==> src/verilog/lei_pkg.sv <==
// constants for the line interface error insert and interrupt slice
// assumes a 25 MHz system clock and 32-bit avalon-mm register access
package lei_pkg;
  localparam int CLK_HZ = 25_000_000;
  localparam int LOOP_TIME_MS = 5000;
  localparam int LOOP_CYCLES = CLK_HZ / 1000 * LOOP_TIME_MS;
  localparam int DMO_BITS = 128;
  localparam int QRSS_LEN = 20;
  localparam int QRSS_TAP = 17;
  localparam int LOOP_UP_LEN = 5;
  localparam int LOOP_DN_LEN = 3;
  localparam int SYNC_PINS = 4;
  localparam int PIN_TX_CLK = 0;
  localparam int PIN_TX_DATA = 1;
  localparam int PIN_RX_CLK = 2;
  localparam int PIN_RX_DATA = 3;
  // byte offsets
  localparam logic [7:0] OFF_INSERT = 8'h00;
  localparam logic [7:0] OFF_IRQ_EN = 8'h04;
  localparam logic [7:0] OFF_EVENT = 8'h08;
  localparam logic [7:0] OFF_LIVE = 8'h0c;
  localparam logic [7:0] OFF_CFG = 8'h10;
  // insert control fields
  localparam int BIT_BPV = 2;
  localparam int BIT_BER = 1;
  localparam logic [7:0] INSERT_MASK = 8'h07;
  localparam logic [7:0] INSERT_RESET = 8'h00;
  // interrupt enable, event and live status fields
  localparam int BIT_DMO = 6;
  localparam int BIT_FLS = 5;
  localparam int BIT_LCV = 4;
  localparam int BIT_LOOP_CODE_DETECTED = 3;
  localparam int BIT_AIS = 2;
  localparam logic [7:0] IRQ_MASK = 8'h7c;
  localparam logic [7:0] IRQ_EN_RESET = 8'h00;
  // configuration fields
  localparam int CFG_TEST_LSB = 0;
  localparam int CFG_SR_LIU = 3;
  localparam int CFG_SR_FRM = 4;
  localparam int CFG_LOOP_DN = 5;
  localparam logic [7:0] CFG_MASK = 8'h3f;
  localparam logic [7:0] CFG_RESET = 8'h00;
  localparam logic [2:0] TEST_QRSS = 3'h4;
endpackage : lei_pkg

==> src/verilog/lei_tx_if.sv <==
// signals between the register side and the transmit insert path
// assumes both ends run on the one system clock
`timescale 1ns/1ns
interface lei_tx_if;
  logic tx_edge;
  logic data_in;
  logic qrss_mode;
  logic single_rail;
  logic bpv_ctl;
  logic ber_ctl;
  logic pos;
  logic neg;
  logic driver_monitor_alarm;
  modport ctl (output tx_edge, data_in, qrss_mode, single_rail, bpv_ctl,
    ber_ctl, input pos, neg, driver_monitor_alarm);
  modport tx (input tx_edge, data_in, qrss_mode, single_rail, bpv_ctl,
    ber_ctl, output pos, neg, driver_monitor_alarm);
endinterface : lei_tx_if

==> src/verilog/lei_tx_insert.sv <==
// transmit path: qrss source, error insert, ami coding, driver monitor
// assumes tx_edge pulses one system cycle per tx line clock rise
`timescale 1ns/1ns
module lei_tx_insert (
  // clock and reset
  input wire logic clock,
  input wire logic rst,
  // transmit side
  lei_tx_if.tx t
);
  logic bpv_samp_reg;
  logic ber_samp_reg;
  logic bpv_pend_reg;
  logic ber_pend_reg;
  logic last_pol_reg;
  logic pos_reg;
  logic neg_reg;
  logic dmo_reg;
  logic [7:0] dmo_cnt_reg;
  logic [lei_pkg::QRSS_LEN-1:0] lfsr_reg;
  logic bpv_rise;
  logic ber_rise;
  logic qbit;
  logic data_bit;
  logic pol;

  assign bpv_rise = t.bpv_ctl & ~bpv_samp_reg;
  assign ber_rise = t.ber_ctl & ~ber_samp_reg;
  assign qbit = lfsr_reg[lei_pkg::QRSS_LEN-1] ^ lfsr_reg[lei_pkg::QRSS_TAP-1];
  assign data_bit = t.qrss_mode ? (qbit ^ ber_pend_reg) : t.data_in;
  assign pol = bpv_pend_reg ? last_pol_reg : ~last_pol_reg;
  assign t.pos = pos_reg;
  assign t.neg = neg_reg;
  assign t.driver_monitor_alarm = dmo_reg;

  // control bits sampled only at tx clock rise
  always_ff @(posedge clock or posedge rst) begin
    if (rst) begin
      bpv_samp_reg <= 1'b0;
      ber_samp_reg <= 1'b0;
    end else if (t.tx_edge) begin
      bpv_samp_reg <= t.bpv_ctl;
      ber_samp_reg <= t.ber_ctl;
    end
  end

  // pending violation, consumed by the next mark
  always_ff @(posedge clock or posedge rst) begin
    if (rst) begin
      bpv_pend_reg <= 1'b0;
    end else if (t.tx_edge) begin
      bpv_pend_reg <= (bpv_pend_reg & ~data_bit) |
        (bpv_rise & (t.qrss_mode | t.single_rail));
    end
  end

  // pending bit error, consumed on the next qrss bit
  always_ff @(posedge clock or posedge rst) begin
    if (rst) begin
      ber_pend_reg <= 1'b0;
    end else if (t.tx_edge) begin
      ber_pend_reg <= (ber_pend_reg & ~t.qrss_mode) |
        (ber_rise & t.qrss_mode);
    end
  end

  // qrss generator
  always_ff @(posedge clock or posedge rst) begin
    if (rst) begin
      lfsr_reg <= '1;
    end else if (t.tx_edge && t.qrss_mode) begin
      lfsr_reg <= {lfsr_reg[lei_pkg::QRSS_LEN-2:0], qbit};
    end
  end

  // ami line coder
  always_ff @(posedge clock or posedge rst) begin
    if (rst) begin
      pos_reg <= 1'b0;
      neg_reg <= 1'b0;
      last_pol_reg <= 1'b0;
    end else if (t.tx_edge) begin
      pos_reg <= data_bit & pol;
      neg_reg <= data_bit & ~pol;
      if (data_bit) begin
        last_pol_reg <= pol;
      end
    end
  end

  // driver monitor, counts bit periods with no pulse
  always_ff @(posedge clock or posedge rst) begin
    if (rst) begin
      dmo_cnt_reg <= 8'h00;
      dmo_reg <= 1'b0;
    end else if (t.tx_edge) begin
      if (data_bit) begin
        dmo_cnt_reg <= 8'h00;
        dmo_reg <= 1'b0;
      end else if (dmo_cnt_reg != 8'(lei_pkg::DMO_BITS)) begin
        dmo_cnt_reg <= dmo_cnt_reg + 8'h01;
        dmo_reg <= (dmo_cnt_reg == 8'(lei_pkg::DMO_BITS - 1));
      end
    end
  end

  AST_BPV_SAME_POL: assert property (@(posedge clock) disable iff (rst)
    (t.tx_edge && bpv_pend_reg && data_bit) |=>
    (pos_reg == $past(last_pol_reg)) && (pos_reg != neg_reg))
    else $error("violation not sent with repeated polarity");
  AST_BPV_NEEDS_MODE: assert property (@(posedge clock) disable iff (rst)
    (t.tx_edge && !bpv_pend_reg && !t.qrss_mode && !t.single_rail) |=>
    !bpv_pend_reg)
    else $error("violation armed outside qrss or single rail");
  AST_SAMPLE_ON_EDGE: assert property (@(posedge clock) disable iff (rst)
    !t.tx_edge |=> $stable(bpv_samp_reg) && $stable(ber_samp_reg))
    else $error("insert bits sampled without tx clock rise");
  AST_BER_QRSS_ONLY: assert property (@(posedge clock) disable iff (rst)
    (t.tx_edge && !t.qrss_mode) |=> !ber_pend_reg)
    else $error("bit error pending outside qrss mode");
  AST_DMO_SET: assert property (@(posedge clock) disable iff (rst)
    (t.tx_edge && !data_bit &&
    dmo_cnt_reg == 8'(lei_pkg::DMO_BITS - 1)) |=> dmo_reg)
    else $error("driver monitor not raised after 128 idle bits");
  AST_DMO_CLEAR: assert property (@(posedge clock) disable iff (rst)
    (t.tx_edge && data_bit) |=> !dmo_reg && (pos_reg || neg_reg))
    else $error("driver monitor not cleared on activity");
  COV_BPV: cover property (@(posedge clock) disable iff (rst)
    t.tx_edge && bpv_pend_reg && data_bit);
  COV_BER: cover property (@(posedge clock) disable iff (rst)
    t.tx_edge && ber_pend_reg && t.qrss_mode);
endmodule : lei_tx_insert

==> src/verilog/lei_loop_det.sv <==
// network loop code detector on the receive bit stream
// assumes bit_strobe pulses one system cycle per received bit
`timescale 1ns/1ns
module lei_loop_det #(
  parameter int unsigned LOOP_CYCLES = lei_pkg::LOOP_CYCLES
) (
  // clock and reset
  input wire logic clock,
  input wire logic rst,
  // receive bits
  input wire logic bit_strobe,
  input wire logic rx_bit,
  input wire logic loop_down_sel,
  // status
  output logic detected
);
  logic [lei_pkg::LOOP_UP_LEN-1:0] hist_reg;
  logic run_reg;
  logic sel_reg;
  logic [31:0] cnt_reg;
  logic ok;

  always_comb begin
    if (loop_down_sel) begin
      ok = (rx_bit == hist_reg[lei_pkg::LOOP_DN_LEN-1]) &&
        ($countones(hist_reg[lei_pkg::LOOP_DN_LEN-1:0]) == 1);
    end else begin
      ok = (rx_bit == hist_reg[lei_pkg::LOOP_UP_LEN-1]) &&
        ($countones(hist_reg) == 1);
    end
  end

  // pattern tracking per received bit
  always_ff @(posedge clock or posedge rst) begin
    if (rst) begin
      hist_reg <= '0;
      run_reg <= 1'b0;
      sel_reg <= 1'b0;
    end else begin
      sel_reg <= loop_down_sel;
      if (sel_reg != loop_down_sel) begin
        run_reg <= 1'b0;
      end else if (bit_strobe) begin
        hist_reg <= {hist_reg[lei_pkg::LOOP_UP_LEN-2:0], rx_bit};
        run_reg <= ok;
      end
    end
  end

  // persistence timer
  always_ff @(posedge clock or posedge rst) begin
    if (rst) begin
      cnt_reg <= 32'h0;
      detected <= 1'b0;
    end else if (!run_reg) begin
      cnt_reg <= 32'h0;
      detected <= 1'b0;
    end else if (cnt_reg != LOOP_CYCLES) begin
      cnt_reg <= cnt_reg + 32'h1;
    end else begin
      detected <= 1'b1;
    end
  end

  AST_LOOP_SET: assert property (@(posedge clock) disable iff (rst)
    (run_reg && cnt_reg == LOOP_CYCLES) |=> detected)
    else $error("loop code not declared after hold time");
  AST_LOOP_EARLY: assert property (@(posedge clock) disable iff (rst)
    (cnt_reg < LOOP_CYCLES) |-> !detected)
    else $error("loop code declared too early");
endmodule : lei_loop_det

==> src/verilog/lei_top.sv <==
// line interface error insert and interrupt enable slice, one channel
// assumes an avalon-mm master on the system clock; line pins asynchronous
// Notes on behaviour
// - rising bpv bit inserts one violation
// - violation in qrss or single-rail data
// - insert bits sampled on tx clock rise
// - rising error bit flips one qrss bit
// - driver monitor change interrupts both ways
// - fifo limit interrupt when enabled
// - violation enable allows or masks interrupts
// - loop code start and stop interrupt
// - ais enable allows or masks interrupts
// - monitor alarm after 128 idle bits
// - loop code held five seconds sets status
// - interrupts only with both ends single-rail
`timescale 1ns/1ns
module lei_top #(
  parameter int unsigned LOOP_CYCLES = lei_pkg::LOOP_CYCLES
) (
  // clock and reset
  input wire logic clock,
  input wire logic rst,
  // avalon-mm slave
  input wire logic [7:0] avs_address,
  input wire logic avs_read,
  input wire logic avs_write,
  input wire logic [3:0] avs_byteenable,
  input wire logic [31:0] avs_writedata,
  output logic [31:0] avs_readdata,
  output logic avs_waitrequest,
  // line pins
  input wire logic tx_line_clock,
  input wire logic tx_data_in,
  input wire logic rx_line_clock,
  input wire logic rx_data,
  output logic tx_pos,
  output logic tx_neg,
  // alarm inputs from neighbouring detectors
  input wire logic fifo_limit_in,
  input wire logic line_violation_in,
  input wire logic ais_detect_in,
  // interrupt
  output logic irq
);
  lei_tx_if txi ();

  logic [31:0] readdata_reg;
  logic waitrequest_reg;
  logic irq_reg;
  logic [7:0] insert_reg;
  logic [7:0] irq_en_reg;
  logic [7:0] event_reg;
  logic [7:0] cfg_reg;
  logic [7:0] prev_reg;
  logic [lei_pkg::SYNC_PINS-1:0] s1_reg;
  logic [lei_pkg::SYNC_PINS-1:0] s2_reg;
  logic [lei_pkg::SYNC_PINS-1:0] s3_reg;
  logic [lei_pkg::SYNC_PINS-1:0] lvl_reg;
  logic [lei_pkg::SYNC_PINS-1:0] lvl_next;
  logic [lei_pkg::SYNC_PINS-1:0] pins;
  logic [7:0] live;
  logic [7:0] event_set;
  logic [7:0] event_next;
  logic [7:0] rd_mux;
  logic wr_go;
  logic sr_ok;
  logic rx_edge;
  logic loop_code_detected;

  assign pins = {rx_data, rx_line_clock, tx_data_in, tx_line_clock};

  // three-stage pin synchronisers with agreement filter
  genvar gi;
  generate
    for (gi = 0; gi < lei_pkg::SYNC_PINS; gi++) begin : g_sync
      always_ff @(posedge clock or posedge rst) begin
        if (rst) begin
          s1_reg[gi] <= 1'b0;
          s2_reg[gi] <= 1'b0;
          s3_reg[gi] <= 1'b0;
          lvl_reg[gi] <= 1'b0;
        end else begin
          s1_reg[gi] <= pins[gi];
          s2_reg[gi] <= s1_reg[gi];
          s3_reg[gi] <= s2_reg[gi];
          lvl_reg[gi] <= lvl_next[gi];
        end
      end
      assign lvl_next[gi] = (s2_reg[gi] == s3_reg[gi]) ?
        s3_reg[gi] : lvl_reg[gi];
    end
  endgenerate

  assign rx_edge = lvl_next[lei_pkg::PIN_RX_CLK] &
    ~lvl_reg[lei_pkg::PIN_RX_CLK];
  assign txi.tx_edge = lvl_next[lei_pkg::PIN_TX_CLK] &
    ~lvl_reg[lei_pkg::PIN_TX_CLK];
  assign txi.data_in = lvl_reg[lei_pkg::PIN_TX_DATA];
  assign txi.qrss_mode = (cfg_reg[lei_pkg::CFG_TEST_LSB +: 3] ==
    lei_pkg::TEST_QRSS);
  assign txi.single_rail = cfg_reg[lei_pkg::CFG_SR_LIU];
  assign txi.bpv_ctl = insert_reg[lei_pkg::BIT_BPV];
  assign txi.ber_ctl = insert_reg[lei_pkg::BIT_BER];

  lei_tx_insert u_tx (
    .clock(clock),
    .rst(rst),
    .t(txi)
  );

  lei_loop_det #(
    .LOOP_CYCLES(LOOP_CYCLES)
  ) u_loop (
    .clock(clock),
    .rst(rst),
    .bit_strobe(rx_edge),
    .rx_bit(lvl_reg[lei_pkg::PIN_RX_DATA]),
    .loop_down_sel(cfg_reg[lei_pkg::CFG_LOOP_DN]),
    .detected(loop_code_detected)
  );

  assign tx_pos = txi.pos;
  assign tx_neg = txi.neg;

  // live alarm levels and their events
  assign sr_ok = cfg_reg[lei_pkg::CFG_SR_LIU] &
    cfg_reg[lei_pkg::CFG_SR_FRM];
  always_comb begin
    live = 8'h00;
    live[lei_pkg::BIT_DMO] = txi.driver_monitor_alarm;
    live[lei_pkg::BIT_FLS] = fifo_limit_in;
    live[lei_pkg::BIT_LCV] = line_violation_in;
    live[lei_pkg::BIT_LOOP_CODE_DETECTED] = loop_code_detected;
    live[lei_pkg::BIT_AIS] = ais_detect_in;
    event_set = 8'h00;
    event_set[lei_pkg::BIT_DMO] = live[lei_pkg::BIT_DMO] ^
      prev_reg[lei_pkg::BIT_DMO];
    event_set[lei_pkg::BIT_FLS] = live[lei_pkg::BIT_FLS] &
      ~prev_reg[lei_pkg::BIT_FLS];
    event_set[lei_pkg::BIT_LCV] = live[lei_pkg::BIT_LCV] &
      ~prev_reg[lei_pkg::BIT_LCV];
    event_set[lei_pkg::BIT_LOOP_CODE_DETECTED] = live[lei_pkg::BIT_LOOP_CODE_DETECTED] ^
      prev_reg[lei_pkg::BIT_LOOP_CODE_DETECTED];
    event_set[lei_pkg::BIT_AIS] = live[lei_pkg::BIT_AIS] &
      ~prev_reg[lei_pkg::BIT_AIS];
    event_set = event_set & {8{sr_ok}};
    event_next = event_reg;
    if (wr_go && avs_address == lei_pkg::OFF_EVENT) begin
      event_next = event_next & ~avs_writedata[7:0];
    end
    event_next = event_next | event_set;
  end

  assign wr_go = avs_write & ~waitrequest_reg & avs_byteenable[0];

  always_ff @(posedge clock or posedge rst) begin
    if (rst) begin
      prev_reg <= 8'h00;
    end else begin
      prev_reg <= live;
    end
  end

  // sticky events, set wins over a same-cycle clear
  always_ff @(posedge clock or posedge rst) begin
    if (rst) begin
      event_reg <= 8'h00;
    end else begin
      event_reg <= event_next;
    end
  end

  // software registers
  always_ff @(posedge clock or posedge rst) begin
    if (rst) begin
      insert_reg <= lei_pkg::INSERT_RESET;
      irq_en_reg <= lei_pkg::IRQ_EN_RESET;
      cfg_reg <= lei_pkg::CFG_RESET;
    end else if (wr_go) begin
      case (avs_address)
        lei_pkg::OFF_INSERT: begin
          insert_reg <= avs_writedata[7:0] & lei_pkg::INSERT_MASK;
        end
        lei_pkg::OFF_IRQ_EN: begin
          irq_en_reg <= avs_writedata[7:0] & lei_pkg::IRQ_MASK;
        end
        lei_pkg::OFF_CFG: begin
          cfg_reg <= avs_writedata[7:0] & lei_pkg::CFG_MASK;
        end
        default: begin
        end
      endcase
    end
  end

  // read mux
  always_comb begin
    case (avs_address)
      lei_pkg::OFF_INSERT: rd_mux = insert_reg;
      lei_pkg::OFF_IRQ_EN: rd_mux = irq_en_reg;
      lei_pkg::OFF_EVENT: rd_mux = event_reg;
      lei_pkg::OFF_LIVE: rd_mux = live;
      lei_pkg::OFF_CFG: rd_mux = cfg_reg;
      default: rd_mux = 8'h00;
    endcase
  end

  // one wait cycle per access
  always_ff @(posedge clock or posedge rst) begin
    if (rst) begin
      waitrequest_reg <= 1'b1;
      readdata_reg <= 32'h0;
    end else begin
      if (waitrequest_reg && (avs_read || avs_write)) begin
        waitrequest_reg <= 1'b0;
        readdata_reg <= {24'h0, rd_mux};
      end else begin
        waitrequest_reg <= 1'b1;
      end
    end
  end

  assign avs_readdata = readdata_reg;
  assign avs_waitrequest = waitrequest_reg;

  // interrupt output, each event gated by its enable
  always_ff @(posedge clock or posedge rst) begin
    if (rst) begin
      irq_reg <= 1'b0;
    end else begin
      irq_reg <= sr_ok && |(event_reg & irq_en_reg);
    end
  end
  assign irq = irq_reg;

  AST_DMO_IRQ: assert property (@(posedge clock) disable iff (rst)
    (event_set[lei_pkg::BIT_DMO] && irq_en_reg[lei_pkg::BIT_DMO]) ##1
    (sr_ok && irq_en_reg[lei_pkg::BIT_DMO]) |=> irq_reg)
    else $error("driver monitor change did not interrupt");
  AST_FLS_IRQ: assert property (@(posedge clock) disable iff (rst)
    (event_set[lei_pkg::BIT_FLS] && irq_en_reg[lei_pkg::BIT_FLS]) ##1
    (sr_ok && irq_en_reg[lei_pkg::BIT_FLS]) |=> irq_reg)
    else $error("fifo limit did not interrupt");
  AST_LCV_MASK: assert property (@(posedge clock) disable iff (rst)
    (event_reg == 8'h10 && !irq_en_reg[lei_pkg::BIT_LCV]) |=> !irq_reg)
    else $error("masked violation interrupted");
  AST_LOOP_CODE_DETECTED_IRQ: assert property (@(posedge clock) disable iff (rst)
    $fell(loop_code_detected) && sr_ok && irq_en_reg[lei_pkg::BIT_LOOP_CODE_DETECTED]
    ##1 (sr_ok && irq_en_reg[lei_pkg::BIT_LOOP_CODE_DETECTED]) |=> irq_reg)
    else $error("loop code loss did not interrupt");
  AST_AIS_MASK: assert property (@(posedge clock) disable iff (rst)
    (event_reg == 8'h04 && !irq_en_reg[lei_pkg::BIT_AIS]) |=> !irq_reg)
    else $error("masked ais interrupted");
  AST_SR_GATE: assert property (@(posedge clock) disable iff (rst)
    !sr_ok |=> !irq_reg && (event_reg & ~$past(event_reg)) == 8'h00)
    else $error("interrupt outside single-rail operation");
  AST_EV_STICKY: assert property (@(posedge clock) disable iff (rst)
    (|event_set) |=> ((event_reg & $past(event_set)) == $past(event_set)))
    else $error("event lost against clear");
  AST_LCV_IRQ: assert property (@(posedge clock) disable iff (rst)
    (event_set[lei_pkg::BIT_LCV] && irq_en_reg[lei_pkg::BIT_LCV]) ##1
    (sr_ok && irq_en_reg[lei_pkg::BIT_LCV]) |=> irq_reg)
    else $error("enabled violation did not interrupt");
  AST_AIS_IRQ: assert property (@(posedge clock) disable iff (rst)
    (event_set[lei_pkg::BIT_AIS] && irq_en_reg[lei_pkg::BIT_AIS]) ##1
    (sr_ok && irq_en_reg[lei_pkg::BIT_AIS]) |=> irq_reg)
    else $error("enabled ais did not interrupt");
  AST_LOOP_CODE_DETECTED_START: assert property (@(posedge clock) disable iff (rst)
    $rose(loop_code_detected) && sr_ok && irq_en_reg[lei_pkg::BIT_LOOP_CODE_DETECTED]
    ##1 (sr_ok && irq_en_reg[lei_pkg::BIT_LOOP_CODE_DETECTED]) |=> irq_reg)
    else $error("loop code start did not interrupt");
  AST_FLS_MASK: assert property (@(posedge clock) disable iff (rst)
    (event_reg == 8'h20 && !irq_en_reg[lei_pkg::BIT_FLS]) |=> !irq_reg)
    else $error("masked fifo limit interrupted");
  AST_DMO_MASK: assert property (@(posedge clock) disable iff (rst)
    (event_reg == 8'h40 && !irq_en_reg[lei_pkg::BIT_DMO]) |=> !irq_reg)
    else $error("masked driver monitor interrupted");
  AST_LOOP_CODE_DETECTED_MASK: assert property (@(posedge clock) disable iff (rst)
    (event_reg == 8'h08 && !irq_en_reg[lei_pkg::BIT_LOOP_CODE_DETECTED]) |=> !irq_reg)
    else $error("masked loop code interrupted");
  AST_EN_GATE: assert property (@(posedge clock) disable iff (rst)
    ((event_reg & irq_en_reg) == 8'h00) |=> !irq_reg)
    else $error("interrupt without an enabled event");
  AST_EN_UNUSED: assert property (@(posedge clock) disable iff (rst)
    (irq_en_reg & ~lei_pkg::IRQ_MASK) == 8'h00)
    else $error("unused enable bit set");
  AST_EV_HOLD: assert property (@(posedge clock) disable iff (rst)
    !(wr_go && avs_address == lei_pkg::OFF_EVENT) |=>
    (($past(event_reg) & ~event_reg) == 8'h00))
    else $error("event bit dropped without a clear");
  COV_LOOP: cover property (@(posedge clock) disable iff (rst)
    $rose(loop_code_detected) && sr_ok);
  COV_IRQ: cover property (@(posedge clock) disable iff (rst) $rose(irq_reg));
  COV_CLEAR: cover property (@(posedge clock) disable iff (rst)
    wr_go && avs_address == lei_pkg::OFF_EVENT && (|event_reg));
endmodule : lei_top

==> config.mk <==
export PLATFORM = sky130hd
export DESIGN_NAME = lei_top
export DESIGN_NICKNAME = d
export VERILOG_FILES = /design/src/verilog/lei_pkg.sv /design/src/verilog/lei_tx_if.sv /design/src/verilog/lei_tx_insert.sv /design/src/verilog/lei_loop_det.sv /design/src/verilog/lei_top.sv
export SDC_FILE = /design/constraint.sdc
export NUM_CORES = 1
export LEC_CHECK = 0
export BUFFER_PORTS_ARGS = -buffer_cell sky130_fd_sc_hd__buf_2
export CORE_MARGIN = 8
export CORE_UTILIZATION = 35
export DETAILED_ROUTE_END_ITERATION = 8
export GPL_TIMING_DRIVEN = 0
export PLACE_DENSITY = 0.53
export SYNTH_ARGS = -nofsm -noshare
export SYNTH_HDL_FRONTEND = slang
export SYNTH_HIERARCHICAL = 1
export SYNTH_SLANG_ARGS = --single-unit
export TNS_END_PERCENT = 50
==> constraint.sdc <==
create_clock -name clock -period 3.75 [get_ports clock]
set_input_delay 0.1875 -clock clock [delete_from_list [all_inputs] [get_ports clock]]
set_output_delay 0.1875 -clock clock [all_outputs]
set_load 0.005 [all_outputs]
==> flow_summary.ini <==
[run_status]
status = finished clean

[setup_path]
required_ns = 4.07
reg2reg_depth = 11
cp-end-kind = flip-flop
cp-start-kind = flip-flop
arrival_ns = 2.86
crit_path_max_fanout = 3
setup.worst_path.class = flip-flop to flip-flop

[place]
io_buffers = 39
hpwl_mm = 9.020
gp_congestion = 0.7981
dp_slack_ns = 1.216
dp_cells = 836

[final_layout]
drive_gt1_frac = 0.2645
final_cells = 879
final-seq-area_sq_um = 3254
fin_util = 0.4358
syn_to_final_growth_pct = 21.89
largest_register_ffs = 32
nFillCells = 1615
multi_input_area_sq_um = 2660
final_nets = 707
num_antenna_cells = 0

[timing]
tightest_slew_ns = 0.8857
max_freq_mhz = 394.6
timing.setup.tns_ns = 0
rsz0062_at_grt = no
finalWorstPathRequiredPeriod_ns = 2.534
maxSlewHeadroom = 0.4087
timing.final.ws_setup_ns = 1.216
period_share = 0.6758
hold_viol_final = 0
setup-violations-final = 0
maxSlewViolCount = 0
finClkSkew_ns = 0.007933

[drt]
ant_nets = 0
drt_first_pass_iters = 4
drc = 0
wirelength_mm = 13.02
vias_per_cell = 5.022
via_count = 4414
wl_per_cell_um = 14.82
drt_iter0_markers = 222

[global_routing]
grt_max_degree = 41
grt_usage = 0.1235
grt_first_pass_wirelength_mm = 22.47
overflow = 0
grt_pass1_vias = 4523
antenna_found_initial = 1

[floorplanning]
rows = 48
start_util = 0.3575
fp.dieArea_sq_um = 22180
core_sq_um = 17300
die_width_um = 148.9
die_h_um = 148.9
ioPinCount = 91

[synth]
avgSynthCellArea_sq_um = 11.28
netlist_area_sq_um = 6183
netlist.top_cell.by_area = dfrtp_1
synth_cells = 548
yosys-top-cells-area = dfrtp_1 (44%), dfstp_2 (8.9%), mux2_2 (6.6%), buf_4 (2.9%), nand2_1 (2.4%)
synth_top_area_share = 0.4371
synthFlopType = dfrtp_1
ys_ff_latch = 129
yosys_warnings = 6
async_flop_share = 1.000
synth-seq-area-share = 0.5263
synth_most_common_cell = dfrtp_1
synth_edf_count = 0
synth_cell_types = 68
synthTopCellsByCount = dfrtp_1 (108), nand2_1 (39), mux2_2 (36), inv_1 (29), o21ai_0 (26)

[clocking]
path_clk_slew_ns = 0.06
cts.sinks = 129
post_cts_resized = 0
postCtsHoldBufs = 11
clk_latency_ns = 0.41
cts_root_buffer = clkbuf_16
htreeDepth = 4
cts_tree = done
cts_made_buffers = 17
cts_buffer_depth = 2
cts_setup_buffers = 0

[power_and_ir_drop]
power_per_cell_area_nw_per_um2 = 500.2
total_power_mw = 3.770
p_leak_nw = 3.268
ir_drop_uv = 267.5

[min_path]
min-delay-path-class = input pin to flip-flop
min_path_cells = 2

[flow_run]
drv_cap = 0
cell type report:
class / count / area share
Sequential cell: 129 / 0.4318
Multi-Input combinational cell: 373 / 0.3529
Clock buffer: 19 / 0.06009
Timing Repair Buffer: 51 / 0.04316
Tap cell: 225 / 0.03735
Buffer: 40 / 0.03270
Clock inverter: 13 / 0.02756
Inverter: 29 / 0.01444
layer usage:
metal,share of wire,GRT usage,up-vias,wire (um)
met5,0.00061,0,-,8
met4,0.013,0.04240,2,168
met3,0.065,0.04430,12,851
met2,0.45,0.1905,112,5895
met1,0.47,0.1573,2152,6099
li1,-,-,2136,-
final timing paths:
kind / from / to / slack [ns]
max: u_loop/hist_reg[0] / u_loop/run_reg / 1.22
min: avs_writedata[4] / cfg_reg[4] / 0.04
max reg2reg: u_loop/hist_reg[0] / u_loop/run_reg / 1.22
min reg2reg: s1_reg[2] / s2_reg[2] / 0.35
max in group asynchronous: rst / u_loop/cnt_reg[4] / 2.61
min in group asynchronous: rst / cfg_reg[3] / 0.41
metrics by stage:
stage | cell area, sq um | hold WS, ns
6_report | 7537 | 0.03903
5_1_grt | 7537 | 0.01620
4_1_cts | 7537 | 0.01463
3_5_place_dp | 6766 | 0.2590
3_3_place_gp | 6746 | 0.2946
2_1_floorplan | 6270 | 0.2189
layout by cell type (no fill, tap or decap), types with 4 or more instances in the layout:
master and instances:
dfrtp_1 108, buf_2 44, nand2_1 39, mux2_2 36
o21ai_0 26, inv_1 26, a21oi_1 24, buf_4 24
conb_1 24, dfstp_2 21, nand3_1 18, clkbuf_16 17
nor2_1 15, or4_1 13, dlygate4sd3_1 11, o31ai_1 11
clkbuf_1 10, nand4_1 10, nor3_1 10, nor3b_1 9
xnor2_1 9, or3_1 9, ha_1 8, nor4_1 7
xor2_1 7, mux2i_1 6, nor2b_1 5, o22ai_1 5
a22oi_1 5, mux2_4 5, bufinv_16 5, and3_1 5
maj3_1 4, clkinvlp_4 4, and4_1 4
worst max-delay path: stages (launching register included):
cell and delay [ns]:
dfrtp_1 0.39, ha_1 0.32, inv_1 0.07, fa_1 0.40
inv_1 0.06, ha_1 0.13, inv_1 0.04, fa_1 0.47
nand4b_1 0.13, nor3b_1 0.22, o211ai_1 0.10, o211ai_1 0.10
kinds of logic (layout without fill, tap and decap cells):
logic type / after synthesis / in the layout / synth area share
other: 1 / 24 / 0.0006065
xor gates and xnor gates: 17 / 17 / 0.02651
muxes: 50 / 50 / 0.09328
adders and majority gates: 15 / 15 / 0.03238
AOI/OAI and AO/OA: 102 / 102 / 0.1048
buffers and inverters: 69 / 152 / 0.05746
DFF: 129 / 129 / 0.5263
and+or+nand+nor: 165 / 165 / 0.1586
power breakdown:
group          leakage [nW]  total (mW)  switching (mW)  internal (mW)
registers              1.64        1.53          0.0665           1.47
clock network         0.312        1.83           0.611           1.21
logic                  1.32       0.413           0.245          0.168
(Power assumes the default switching activity.)
